File: src/logic/tkpc_pkg.sv
/*
  Shared constants and types for the touch key period counter.
  Assumes a 32-bit APB slave with byte addresses in the low 8 bits.
*/
`default_nettype none
package tkpc_pkg;

  localparam int REFCNT_W = 12;
  localparam int TIMER_W  = 16;
  localparam int NKEYS    = 4;
  localparam int NPINS    = 5;

  // Register byte offsets
  localparam logic [7:0] OFS_CTRL0  = 8'h00;
  localparam logic [7:0] OFS_CTRL1  = 8'h04;
  localparam logic [7:0] OFS_ANCS   = 8'h08;
  localparam logic [7:0] OFS_T2LO   = 8'h0C;
  localparam logic [7:0] OFS_T2HI   = 8'h10;
  localparam logic [7:0] OFS_REFCNT = 8'h14;
  localparam logic [7:0] OFS_PINS   = 8'h18;

  // Field positions in the pin and counter status words
  localparam int PINS_OUT_LSB = 0;
  localparam int PINS_OE_LSB  = 8;
  localparam int PINS_IN_LSB  = 16;
  localparam int REFCNT_BUSY  = 16;

  // Reference period masks: period minus one
  localparam logic [11:0] MASK_512  = 12'h1FF;
  localparam logic [11:0] MASK_1024 = 12'h3FF;
  localparam logic [11:0] MASK_2048 = 12'h7FF;
  localparam logic [11:0] MASK_4096 = 12'hFFF;

  localparam logic [31:0] RD_ZERO = 32'h0000_0000;

  typedef struct packed {
    logic reference_osc_enable;
    logic sensor_osc_enable;
    logic refcnt_clear_bit;
    logic period_sel_hi;
    logic period_sel_lo;
    logic rsvd;
    logic key_select_hi;
    logic key_select_lo;
  } tkpc_ctrl0_t;

  typedef struct packed {
    logic [3:0] rsvd;
    logic       irq_enable;
    logic       refkey_pin_select;
    logic       refcnt_overflow_flag;
    logic       measure_start_bit;
  } tkpc_ctrl1_t;

  localparam tkpc_ctrl0_t CTRL0_RST = 8'h00;
  localparam tkpc_ctrl1_t CTRL1_RST = 8'h00;
  localparam logic [3:0]  ANCS_RST  = 4'h0;
  localparam logic [4:0]  PIN_RST   = 5'h00;

  typedef enum logic [1:0] {
    ST_IDLE = 2'b00,
    ST_RUN  = 2'b01,
    ST_DONE = 2'b10
  } tkpc_state_t;

endpackage
`default_nettype wire

File: src/logic/tkpc_sync_edge.sv
/*
  Two-flop synchroniser with rising-edge detect for W pin inputs.
  Assumes the inputs are asynchronous to pclk and slower than pclk/2.
*/
`timescale 1ns/1ps
`default_nettype none
module tkpc_sync_edge
  import tkpc_pkg::*;
#(
  parameter int W = 1
) (
  input  wire logic         pclk,     // System clock
  input  wire logic         presetn,  // Async reset, active low
  input  wire logic         ce,       // Clock enable
  input  wire logic [W-1:0] async_in, // Pin level
  output logic      [W-1:0] sync_out, // Synchronised level
  output logic      [W-1:0] rise_out  // One-cycle rising pulse
);

  logic [W-1:0] meta;
  logic [W-1:0] sync;
  logic [W-1:0] prev;
  logic [W-1:0] next_meta;
  logic [W-1:0] next_sync;
  logic [W-1:0] next_prev;

  always_comb begin
    next_meta = async_in;
    next_sync = meta;
    next_prev = sync;
  end

  always_ff @(posedge pclk or negedge presetn) begin
    if (!presetn) begin
      meta <= '0;
      sync <= '0;
      prev <= '0;
    end else if (ce) begin
      meta <= next_meta;
      sync <= next_sync;
      prev <= next_prev;
    end
  end

  // Only the second and third stages feed logic
  assign sync_out = sync;
  assign rise_out = sync & ~prev;

endmodule
`default_nettype wire

File: src/logic/tkpc_top.sv
/*
  Touch key period counter with APB register access.
  Reference and sensor oscillator clocks arrive as pins and are
  sampled on pclk; both must run well below half of pclk.
  // Function
  // (RULE1) Twelve-bit reference counter advances on synced reference clock.
  // (RULE2) Two-bit period select chooses 512 to 4096 reference cycles.
  // (RULE3) Codes 00,01,10,11 give 512,1024,2048,4096 cycles.
  // (RULE4) Reaching the period stops the counter and raises the request.
  // (RULE5) Start bit rising starts the reference counter.
  // (RULE6) Start bit rising during a measurement changes nothing.
  // (RULE7) Clear bit rising zeroes the counter; software clears first.
  // (RULE8) While counting, gated sensor edges advance timer two.
  // (RULE9) Sensor gate closes in the cycle the request rises.
  // (RULE10) Timer two then stops and holds its count for reading.
  // (RULE11) Period end sets the overflow flag and signals interrupt.
  // (RULE12) Overflow flag is read-only, cleared when start bit rises.
  // (RULE13) Interrupt controller vectors only if enabled, stack not full.
  // (RULE14) With interrupt disabled the event is only a wake-up.
  // (RULE15) Each key pin is I/O or touch input by its own bit.
  // (RULE16) Reference pin select bit picks I/O or reference key use.
  // (RULE17) Key select connects one key to the oscillator, others ground.
  // (RULE18) Software enables oscillators and pins before a measurement.
  // (RULE19) Software scans keys and compares counts with baselines.
  // (RULE20) After a period everything stays stopped until next start.
*/
// Our own choices: register access over APB and the placing of the registers.
`timescale 1ns/1ps
`default_nettype none
module tkpc_top
  import tkpc_pkg::*;
(
  input  wire logic             pclk,          // System clock
  input  wire logic             presetn,       // Async reset, active low
  input  wire logic             ce,            // Clock enable
  input  wire logic             psel,          // APB select
  input  wire logic             penable,       // APB enable
  input  wire logic             pwrite,        // APB write
  input  wire logic [7:0]       paddr,         // APB byte address
  input  wire logic [31:0]      pwdata,        // APB write data
  output logic      [31:0]      prdata,        // APB read data
  output logic                  pready,        // APB ready
  output logic                  pslverr,       // APB error
  input  wire logic             reference_osc_clock, // Ref osc pin
  input  wire logic             sensor_osc_clock,    // Sensor osc pin
  input  wire logic [NKEYS-1:0] touch_key_pins_i,    // Key pin levels
  output logic      [NKEYS-1:0] touch_key_pins_o,    // Key pin drive
  output logic      [NKEYS-1:0] touch_key_pins_oe,   // Key pin enable
  input  wire logic             reference_key_pin_i, // Ref pin level
  output logic                  reference_key_pin_o, // Ref pin drive
  output logic                  reference_key_pin_oe,// Ref pin enable
  output logic      [NKEYS-1:0] key_switch_osc,      // Key to oscillator
  output logic      [NKEYS-1:0] key_switch_gnd,      // Key to ground
  output logic                  refkey_switch,       // Ref key switch
  output logic                  reference_osc_enable,// Ref osc enable
  output logic                  sensor_osc_enable,   // Sensor osc enable
  output logic                  gated_sensor_clock,  // Gated sensor pulse
  output logic                  measure_busy,        // Period running
  output logic                  touch_irq,           // Interrupt pulse
  output logic                  touch_wake           // Wake-up pulse
);

  function automatic logic [REFCNT_W-1:0] period_mask(
    input logic hi,
    input logic lo
  );
    logic [REFCNT_W-1:0] m;
    unique case ({hi, lo})
      2'b00: m = MASK_512;
      2'b01: m = MASK_1024;
      2'b10: m = MASK_2048;
      2'b11: m = MASK_4096;
    endcase
    return m;
  endfunction

  function automatic logic reg_hit(input logic [7:0] a);
    return (a == OFS_CTRL0) || (a == OFS_CTRL1) || (a == OFS_ANCS) ||
           (a == OFS_T2LO) || (a == OFS_T2HI) || (a == OFS_REFCNT) ||
           (a == OFS_PINS);
  endfunction

  logic [1:0]       osc_rise;
  logic [NPINS-1:0] pin_sync;
  logic             ref_rise;
  logic             sen_rise;

  tkpc_sync_edge #(.W(2)) u_osc_sync (
    .pclk     (pclk),
    .presetn  (presetn),
    .ce       (ce),
    .async_in ({sensor_osc_clock, reference_osc_clock}),
    .sync_out (),
    .rise_out (osc_rise)
  );

  tkpc_sync_edge #(.W(NPINS)) u_pin_sync (
    .pclk     (pclk),
    .presetn  (presetn),
    .ce       (ce),
    .async_in ({reference_key_pin_i, touch_key_pins_i}),
    .sync_out (pin_sync),
    .rise_out ()
  );

  assign ref_rise = osc_rise[0];
  assign sen_rise = osc_rise[1];

  tkpc_ctrl0_t         ctrl0;
  tkpc_ctrl1_t         ctrl1;
  logic [3:0]          ancs;
  logic [NPINS-1:0]    pin_out;
  logic [NPINS-1:0]    pin_oe;
  logic [REFCNT_W-1:0] refcnt;
  logic [TIMER_W-1:0]  timer;
  tkpc_state_t         state;
  logic                irq;
  logic                wake;
  logic                gclk;
  logic                rd_ready;
  logic [31:0]         rdata;
  logic                rerr;
  logic [NKEYS-1:0]    sw_osc;
  logic [NKEYS-1:0]    sw_gnd;

  tkpc_ctrl0_t         next_ctrl0;
  tkpc_ctrl1_t         next_ctrl1;
  logic [3:0]          next_ancs;
  logic [NPINS-1:0]    next_pin_out;
  logic [NPINS-1:0]    next_pin_oe;
  logic [REFCNT_W-1:0] next_refcnt;
  logic [TIMER_W-1:0]  next_timer;
  tkpc_state_t         next_state;
  logic                next_irq;
  logic                next_wake;
  logic                next_gclk;
  logic                next_rd_ready;
  logic [31:0]         next_rdata;
  logic                next_rerr;
  logic [NKEYS-1:0]    next_sw_osc;
  logic [NKEYS-1:0]    next_sw_gnd;

  logic                wr;
  logic                start_rise;
  logic                clear_rise;
  logic                period_end;
  logic [REFCNT_W-1:0] mask;
  tkpc_ctrl0_t         w0;
  tkpc_ctrl1_t         w1;
  logic [NKEYS-1:0]    key_dec;

  assign mask = period_mask(ctrl0.period_sel_hi, ctrl0.period_sel_lo); // RULE3
  assign w0   = tkpc_ctrl0_t'(pwdata[7:0]);
  assign w1   = tkpc_ctrl1_t'(pwdata[7:0]);
  assign wr   = psel && penable && pwrite && rd_ready;
  assign start_rise = wr && (paddr == OFS_CTRL1) &&
                      w1.measure_start_bit && !ctrl1.measure_start_bit;
  assign clear_rise = wr && (paddr == OFS_CTRL0) &&
                      w0.refcnt_clear_bit && !ctrl0.refcnt_clear_bit;
  // Only the selected low counter bits are compared, so every period restarts
  assign period_end = (state == ST_RUN) && ref_rise &&
                      ((refcnt & mask) == mask); // RULE2

  // One key decoded per pin; unselected touch pins go to ground
  genvar gi;
  generate
    for (gi = 0; gi < NKEYS; gi++) begin : g_key
      assign key_dec[gi] =
        ({ctrl0.key_select_hi, ctrl0.key_select_lo} == 2'(gi));
      assign next_sw_osc[gi] = ancs[gi] && key_dec[gi]; // RULE17 RULE15
      assign next_sw_gnd[gi] = ancs[gi] && !key_dec[gi]; // RULE17
    end
  endgenerate

  always_comb begin
    next_ctrl0    = ctrl0;
    next_ctrl1    = ctrl1;
    next_ancs     = ancs;
    next_pin_out  = pin_out;
    next_pin_oe   = pin_oe;
    next_refcnt   = refcnt;
    next_timer    = timer;
    next_state    = state;
    next_irq      = 1'b0;
    next_wake     = 1'b0;
    next_gclk     = 1'b0;
    next_rd_ready = psel && !(penable && rd_ready);
    next_rdata    = rdata;
    next_rerr     = rerr;

    // Snapshot read data before ready, so prdata comes from a flop
    if (psel && !rd_ready) begin
      next_rerr  = !reg_hit(paddr);
      next_rdata = RD_ZERO;
      unique case (paddr)
        OFS_CTRL0:  next_rdata[7:0] = ctrl0;
        OFS_CTRL1:  next_rdata[7:0] = ctrl1;
        OFS_ANCS:   next_rdata[3:0] = ancs;
        OFS_T2LO:   next_rdata[7:0] = timer[7:0]; // RULE10
        OFS_T2HI:   next_rdata[7:0] = timer[15:8];
        OFS_REFCNT: begin
          next_rdata[REFCNT_W-1:0] = refcnt;
          next_rdata[REFCNT_BUSY]  = (state == ST_RUN);
        end
        OFS_PINS: begin
          next_rdata[PINS_OUT_LSB +: NPINS] = pin_out;
          next_rdata[PINS_OE_LSB +: NPINS]  = pin_oe;
          next_rdata[PINS_IN_LSB +: NPINS]  = pin_sync;
        end
        default: next_rdata = RD_ZERO;
      endcase
    end

    if (wr) begin
      unique case (paddr)
        OFS_CTRL0: begin
          next_ctrl0      = w0;
          next_ctrl0.rsvd = 1'b0;
        end
        OFS_CTRL1: begin
          next_ctrl1.measure_start_bit = w1.measure_start_bit;
          next_ctrl1.refkey_pin_select = w1.refkey_pin_select;
          next_ctrl1.irq_enable        = w1.irq_enable;
        end
        OFS_ANCS: next_ancs = pwdata[3:0];
        OFS_PINS: begin
          next_pin_out = pwdata[PINS_OUT_LSB +: NPINS];
          next_pin_oe  = pwdata[PINS_OE_LSB +: NPINS];
        end
        default: ;
      endcase
    end

    unique case (state)
      ST_IDLE, ST_DONE: begin
        // Start while counting falls through to the run branch unseen
        if (start_rise) begin
          next_state = ST_RUN; // RULE5 RULE20
          next_ctrl1.refcnt_overflow_flag = 1'b0; // RULE12
          next_timer = '0;
        end
      end
      ST_RUN: begin // RULE6
        if (ref_rise) begin
          next_refcnt = refcnt + 1'b1; // RULE1
        end
        if (sen_rise) begin
          next_timer = timer + 1'b1; // RULE8
          next_gclk  = 1'b1;
        end
        if (period_end) begin
          next_state = ST_DONE; // RULE4 RULE9
          next_ctrl1.refcnt_overflow_flag = 1'b1; // RULE11
          next_wake  = 1'b1; // RULE14
          next_irq   = ctrl1.irq_enable; // RULE14
        end
      end
      default: next_state = ST_IDLE;
    endcase

    if (clear_rise) begin
      next_refcnt = '0; // RULE7
    end
  end

  always_ff @(posedge pclk or negedge presetn) begin
    if (!presetn) begin
      ctrl0    <= CTRL0_RST;
      ctrl1    <= CTRL1_RST;
      ancs     <= ANCS_RST;
      pin_out  <= PIN_RST;
      pin_oe   <= PIN_RST;
      refcnt   <= '0;
      timer    <= '0;
      state    <= ST_IDLE;
      irq      <= 1'b0;
      wake     <= 1'b0;
      gclk     <= 1'b0;
      rd_ready <= 1'b0;
      rdata    <= RD_ZERO;
      rerr     <= 1'b0;
      sw_osc   <= '0;
      sw_gnd   <= '0;
    end else if (ce) begin
      ctrl0    <= next_ctrl0;
      ctrl1    <= next_ctrl1;
      ancs     <= next_ancs;
      pin_out  <= next_pin_out;
      pin_oe   <= next_pin_oe;
      refcnt   <= next_refcnt;
      timer    <= next_timer;
      state    <= next_state;
      irq      <= next_irq;
      wake     <= next_wake;
      gclk     <= next_gclk;
      rd_ready <= next_rd_ready;
      rdata    <= next_rdata;
      rerr     <= next_rerr;
      sw_osc   <= next_sw_osc;
      sw_gnd   <= next_sw_gnd;
    end
  end

  assign pready  = rd_ready && ce;
  assign prdata  = rdata;
  assign pslverr = rerr;

  // Touch inputs lose their I/O drivers
  assign touch_key_pins_o  = pin_out[NKEYS-1:0] & ~ancs; // RULE15
  assign touch_key_pins_oe = pin_oe[NKEYS-1:0] & ~ancs; // RULE15
  assign reference_key_pin_o =
    pin_out[NKEYS] && !ctrl1.refkey_pin_select; // RULE16
  assign reference_key_pin_oe =
    pin_oe[NKEYS] && !ctrl1.refkey_pin_select; // RULE16
  assign refkey_switch        = ctrl1.refkey_pin_select; // RULE16
  assign key_switch_osc       = sw_osc;
  assign key_switch_gnd       = sw_gnd;
  assign reference_osc_enable = ctrl0.reference_osc_enable;
  assign sensor_osc_enable    = ctrl0.sensor_osc_enable;
  assign gated_sensor_clock   = gclk;
  assign measure_busy         = (state == ST_RUN);
  assign touch_irq            = irq;
  assign touch_wake           = wake;
endmodule
`default_nettype wire

File: config.mk
export PLATFORM = sky130hd
export DESIGN_NAME = tkpc_top
export DESIGN_NICKNAME = d
export VERILOG_FILES = /design/src/logic/tkpc_pkg.sv /design/src/logic/tkpc_sync_edge.sv /design/src/logic/tkpc_top.sv
export SDC_FILE = /design/constraint.sdc
export NUM_CORES = 1
export LEC_CHECK = 0
export ABC_AREA = 0
export BUFFER_PORTS_ARGS = -buffer_cell sky130_fd_sc_hd__buf_4
export CAP_MARGIN = 20
export CORE_MARGIN = 4
export CORE_UTILIZATION = 35
export DETAILED_ROUTE_END_ITERATION = 16
export GPL_TIMING_DRIVEN = 0
export PLACE_DENSITY_LB_ADDON = 0.25
export SYNTH_ARGS = -nofsm -noshare
export SYNTH_HDL_FRONTEND = slang
export SYNTH_SLANG_ARGS = --single-unit
File: constraint.sdc
create_clock -name pclk -period 2.1 [get_ports pclk]
set_input_delay 0.315 -clock pclk [delete_from_list [all_inputs] [get_ports pclk]]
set_output_delay 0.315 -clock pclk [all_outputs]
set_load 0.05 [all_outputs]
* Yosys cells after proc, flatten, opt, wreduce, memory -nomap -nowiden
Cells that the tools add are included.
Storage, ports and cells: word-level logic and storage cells 140, input bits 53, output and inout bits 59, register bits after elaboration 102
Cells by class: add/subtract/negate cells 2, mux-type cells 26, reduce and logical (&&, ||, !) cells 58, bitwise operators 6, eq/ne operators 18
Operators by type and width (count):
- $pmux 12 s4 | 1
- $mux 12 | 3
- $mux 16 | 2
- $pmux 16 s2 | 1
- $pmux 4 s7 | 1
- $logic_and 1x1->1 | 25
- $eq 8x5->1 const B | 3
- $reduce_and 3->1 | 6
- $add 16x1->16 const B | 1
- $eq 8x4->1 const B | 2
- $add 12x1->12 const B | 1
- $and 12x12->12 | 1
- $eq 12x12->1 | 1
- $pmux 3 s4 | 1
- $eq 2x2->1 const B | 5
- $logic_not 1->1 | 10
- $mux 1 | 9
- $and 4x4->4 | 2
- $eq 8x3->1 const B | 1
- $logic_not 8->1 | 1
- $pmux 4 s2 | 1
- $reduce_and 4->1 | 2
- $eq 2x1->1 const B | 3
- $logic_not 2->1 | 3
- other kinds (14) | 24

* Longest topological paths before layout
depth after elaboration 8, gate-level depth with buffers 7, mapped depth without buffers 6

* Modules after synthesis
From an unflattened synthesis, not the netlist that was laid out.
Unflattened totals: cell total of the unflattened synthesis 521, area total of the unflattened synthesis 5499.0 um^2
By module, submodules not included:
- tkpc_top | cells each 469, instances 1, area an instance 4590.7 um^2, sequential area each 2152.1 um^2
- tkpc_sync_edge at u_pin_sync | cells each 37, instances 1, area an instance 644.4 um^2, sequential area each 375.4 um^2
- tkpc_sync_edge at u_osc_sync | cells each 15, instances 1, area an instance 264.0 um^2, sequential area each 150.1 um^2

* Worst setup path before layout
Ideal clock, no wire load.
kind reg2reg, start register rd_ready, end register pin_oe[0], clock period less this slack 1754 ps, path buffers 1, stages on the path, launching flop included 6, data arrival time 1629 ps, data required time 1975 ps, slack 346 ps, setup time 125 ps, cell sequence dfrtp_1 nand4_1 or2_2 buf_6 nor3_4 mux2_2
On the way: longest elaborated chain between the ends 2
Ends and longest elaborated chain:
- from (decl) | line tkpc_top.sv:120 | logic rd_ready;
- from (signal assigned) | line tkpc_top.sv:296 | rd_ready <= next_rd_ready;
- $logic_and 1x1->1 | line tkpc_top.sv:155 | assign wr = psel && penable && pwrite && rd_ready;
- $reduce_and 3->1 (no line)
- to (signal assigned) | line tkpc_top.sv:289 | pin_oe <= next_pin_oe;
- to (decl) | line tkpc_top.sv:113 | logic [NPINS-1:0] pin_oe;
Every way passes these cells. A chain may end at the register's enable or synchronous reset.

* Worst setup path in the final report
start register state[0], end output measure_busy
On the way: longest elaborated chain between the ends 1
Ends and longest elaborated chain:
- from (decl) | line tkpc_top.sv:116 | tkpc_state_t state;
- from (signal assigned) | line tkpc_top.sv:292 | state <= next_state;
- $eq 2x1->1 | line tkpc_top.sv:321 | assign measure_busy = (state == ST_RUN);
- to (decl) | line tkpc_top.sv:58 | output logic measure_busy,
Every way passes these cells.

==> flow_summary.toml <==
[synthesis]
synthSimpleGateAreaFrac_pct = 19.1
syn-cell-area_um2 = 5090
synth_adder_area_share_pct = 0.492
syn_area_per_cell_um2 = 10.3
yosysWarningCount = 0
muxShareOfSynthArea_pct = 10.2
yosys.area.top_type_share_pct = 50.1
yosys-top-cells-count = "dfrtp_1, nand2_1, o21ai_0, mux2_2, nor2_1"
postSynthCellCount = 495
synth_area_leaders = "dfrtp_1, mux2_2, nand2_1"
synth_xor_area_share_pct = 2.41
ys_dominant_reg_cell = "dfrtp_1"
yosysMostFrequentCell = "dfrtp_1"
synth_top_cell_by_area = "dfrtp_1"
synthDistinctLibCells = 58
async_reset_ff_share_pct = 100
synth_compound_area_share_pct = 12.6
synth_top_family_by_area = "simple AND/OR/NAND/NOR gates"
ys_ff_latch = 102
synth_edf_count = 0
ys_seq_area_share_pct = 50.1

[pwr]
ir_drop_mv = 0.413
switching_share_pct = 28.0
internal_power_w = 0.00330
power_density_nw_per_um2 = 722
seq_power_share_pct = 49.1
p_switching_w = 0.00129
p_comb_share_pct = 14.1
pwr-share-clk_pct = 36.8
power_leakage_nw = 2.97

[final_layout]
fin_area_um2 = 6360
stdcell_count = 785
area_delta_synth_final_pct = 24.9
nFillCells = 1361
layout-drive-gt1-share_pct = 28.4
antenna-diode-count = 0
fin_nets = 655
final_core_util_pct = 45.3

[die]
start_util_pct = 36.2
coreArea_um2 = 14000
die_y_um = 129
die_area_um2 = 16500
fp.dieW_um = 129
io_pins = 112
num_rows = 43

[critical_path]
arrival_ns = 1.64
path_cells = "nand2b_1 -> inv_1 -> buf_4"
slowest_stage = "dfrtp_1"
max_stage_delay_ns = 0.45
critPathRequiredTime_ns = 1.78
start_kind = "register"
cp_top_family = "flip-flops"
r2r_cells = 5
endpoint_kind = "primary output"
crit_path_max_fanout = 10
cp_num_buf_inv = 2
reg2reg_from = "state[1]$_DFFE_PN0P_"
regToRegSetupSlack_ns = 0.16
cp.depth = 3
worstSetupPathType = "register to primary output"
r2r_end = "refcnt[11]$_DFFE_PN0P_"

[job]
drv_cap = 0

[sta]
finClkSkew_ns = 0.00694
final_hold_viol_count = 0
period_minus_slack_ns = 1.95
drv_slew = 0
worst_pin_slew_ns = 0.662
fmax_mhz = 512
setup_violations = 0
finalCritPeriodShare_pct = 93.0
rsz0062_at_grt = "false"
slew_headroom_pct = 55.5

[place]
hpwl_mm = 11.0
place_area_um2 = 5980
io_buffers = 78
gp_congestion = 0.904
dp.cells = 767

[routing]
drt_pass1_iterations = 5
totalWireLength_mm = 14.5
post_drt_wl_per_cell_um = 18.4
num_vias = 4197
drtAntennaViolNets = 0
drc = 0
viasPerCell = 5.35
drt_iter0_drc = 304

[clocking]
cts_tree = "built"
cts_buffers = 9
insertion_delay_ns = 0.36
htreeDepth = 3
cts_buffer_depth = 2
cts-root-buf = "clkbuf_16"
clock_sinks = 102
clk_pin_slew_ns = 0.07

[global_route]
antenna_found_initial = 0
grt_start_max_net_pins = 60
grt_first_pass_wirelength_mm = 22.8
overflow = 0
grt_usage_pct = 17.9
grt_pass1_vias = 4152

[min_path]
min_path_cells = 2
worstHoldEndpoint = "u_pin_sync.meta[0]$_DFFE_PN0P_"
min_from = "touch_key_pins_i[0]"
hold_class = "input port to register"

[run_status]
status = "finished, final reports clean"
stage by stage:
step	setup TNS, ns	total power, W	worst slack [ns]	hold WS (ns)
after CTS	0	0.00465	0.0127	0.176
after global routing	0	0.00481	0.0345	0.186
after detailed placement	-8.32	0.00293	-0.414	0.353
after floorplan	0	0.00266	0.346	0.0194
after global placement	-6.57	0.00291	-0.359	0.452
final	0	0.00459	0.147	0.186
flip-flops by register name (all words and copies together) (netlist names), 3 cells and up:
name	flops
u_pin_sync.sync_out	5
u_pin_sync.meta	5
timer	16
key_switch_osc	4
key_switch_gnd	4
ctrl1	3
pin_oe	5
ctrl0	5
pin_out	5
ancs	4
refcnt	12
prdata	18
final cells by class:
class                           instances  area [um^2]  area share [%]
Sequential cell                       102         2550            40.1
Multi-Input combinational cell        356         2360            37.2
Timing Repair Buffer                   83          671            10.5
Clock buffer                           11          243            3.82
Tap cell                              180          225            3.54
Buffer                                 33          190            2.99
Clock inverter                          5         56.3           0.886
Inverter                               15         56.3           0.886
kinds of logic after synthesis:
group           after synthesis
compound gates               99
xor+xnor                     14
fa+ha+maj                     2
buf+inv                      50
flops                       102
mux                          47
other cells                   1
simple gates                180
metal layers:
metal | global-route usage (%) | part of all wire (%)
met3 | 5.31 | 6.5
met4 | 6.30 | 2.4
met1 | 24.5 | 47
met2 | 27.2 | 44
met5 | 0 | 0
what timing repair did:
item | in CTS | in global routing
setup buffers | 2 | 1
pin swaps | 2 | 2
hold endpoints to repair | 43 | 0
gates resized for setup | 1 | 6
hold buffers | 1 | 0
setup endpoints to repair | 21 | 22
worst reg2reg max path: cells and delay by family, from the launching register on:
| family | cells | cell delay [ns] |
|---|---|---|
| flops | 1 | 0.39 |
| xor+xnor | 1 | 0.16 |
| simple gates | 4 | 1.28 |
cell usage in the layout (no fill, tap or decap), types with 4 or more instances in the layout:
master,synthesis,layout
buf_2,4,4
and3_1,12,12
o21ai_0,39,39
o31ai_1,5,5
clkbuf_1,13,11
nand3_1,22,22
o2bb2ai_1,5,5
buf_4,14,93
nand4_1,9,9
a22o_1,5,5
inv_1,14,14
mux2_2,38,38
nor2b_1,18,18
a2bb2oi_1,4,4
a22oi_1,6,6
nand2_1,53,53
nor2_1,29,28
and2_1,4,4
dfrtp_1,102,102
xor2_1,8,8
xnor2_1,6,6
clkbuf_16,0,9
conb_1,1,14
mux2i_1,8,8
a31oi_1,8,8
a21oi_1,8,8
power groups by stage:
stage | logic (W) | clock network [W] | registers, W
after floorplan | 0.000408 | 0 | 0.00226
after global placement | 0.000644 | 0 | 0.00227
after detailed placement | 0.000663 | 0 | 0.00227
after CTS | 0.000671 | 0.00174 | 0.00223
after global routing | 0.000722 | 0.00182 | 0.00227
final | 0.000647 | 0.00169 | 0.00225
worst max-delay path by stage:
| stage | from | end | slack, ns |
|---|---|---|---|
| floorplan | rd_ready$_DFFE_PN0P_ | pin_oe[0]$_DFFE_PN0P_ | 0.35 |
| global placement | ce | timer[14]$_DFFE_PN0P_ | -0.36 |
| detailed placement | ce | timer[14]$_DFFE_PN0P_ | -0.41 |
| CTS | rd_ready$_DFFE_PN0P_ | ctrl0[3]$_DFFE_PN0P_ | 0.01 |
| global route | state[1]$_DFFE_PN0P_ | refcnt[5]$_DFFE_PN0P_ | 0.03 |
| finish | state[0]$_DFFE_PN0P_ | measure_busy | 0.15 |
No activity file was read; power rests on OpenSTA's default activity.
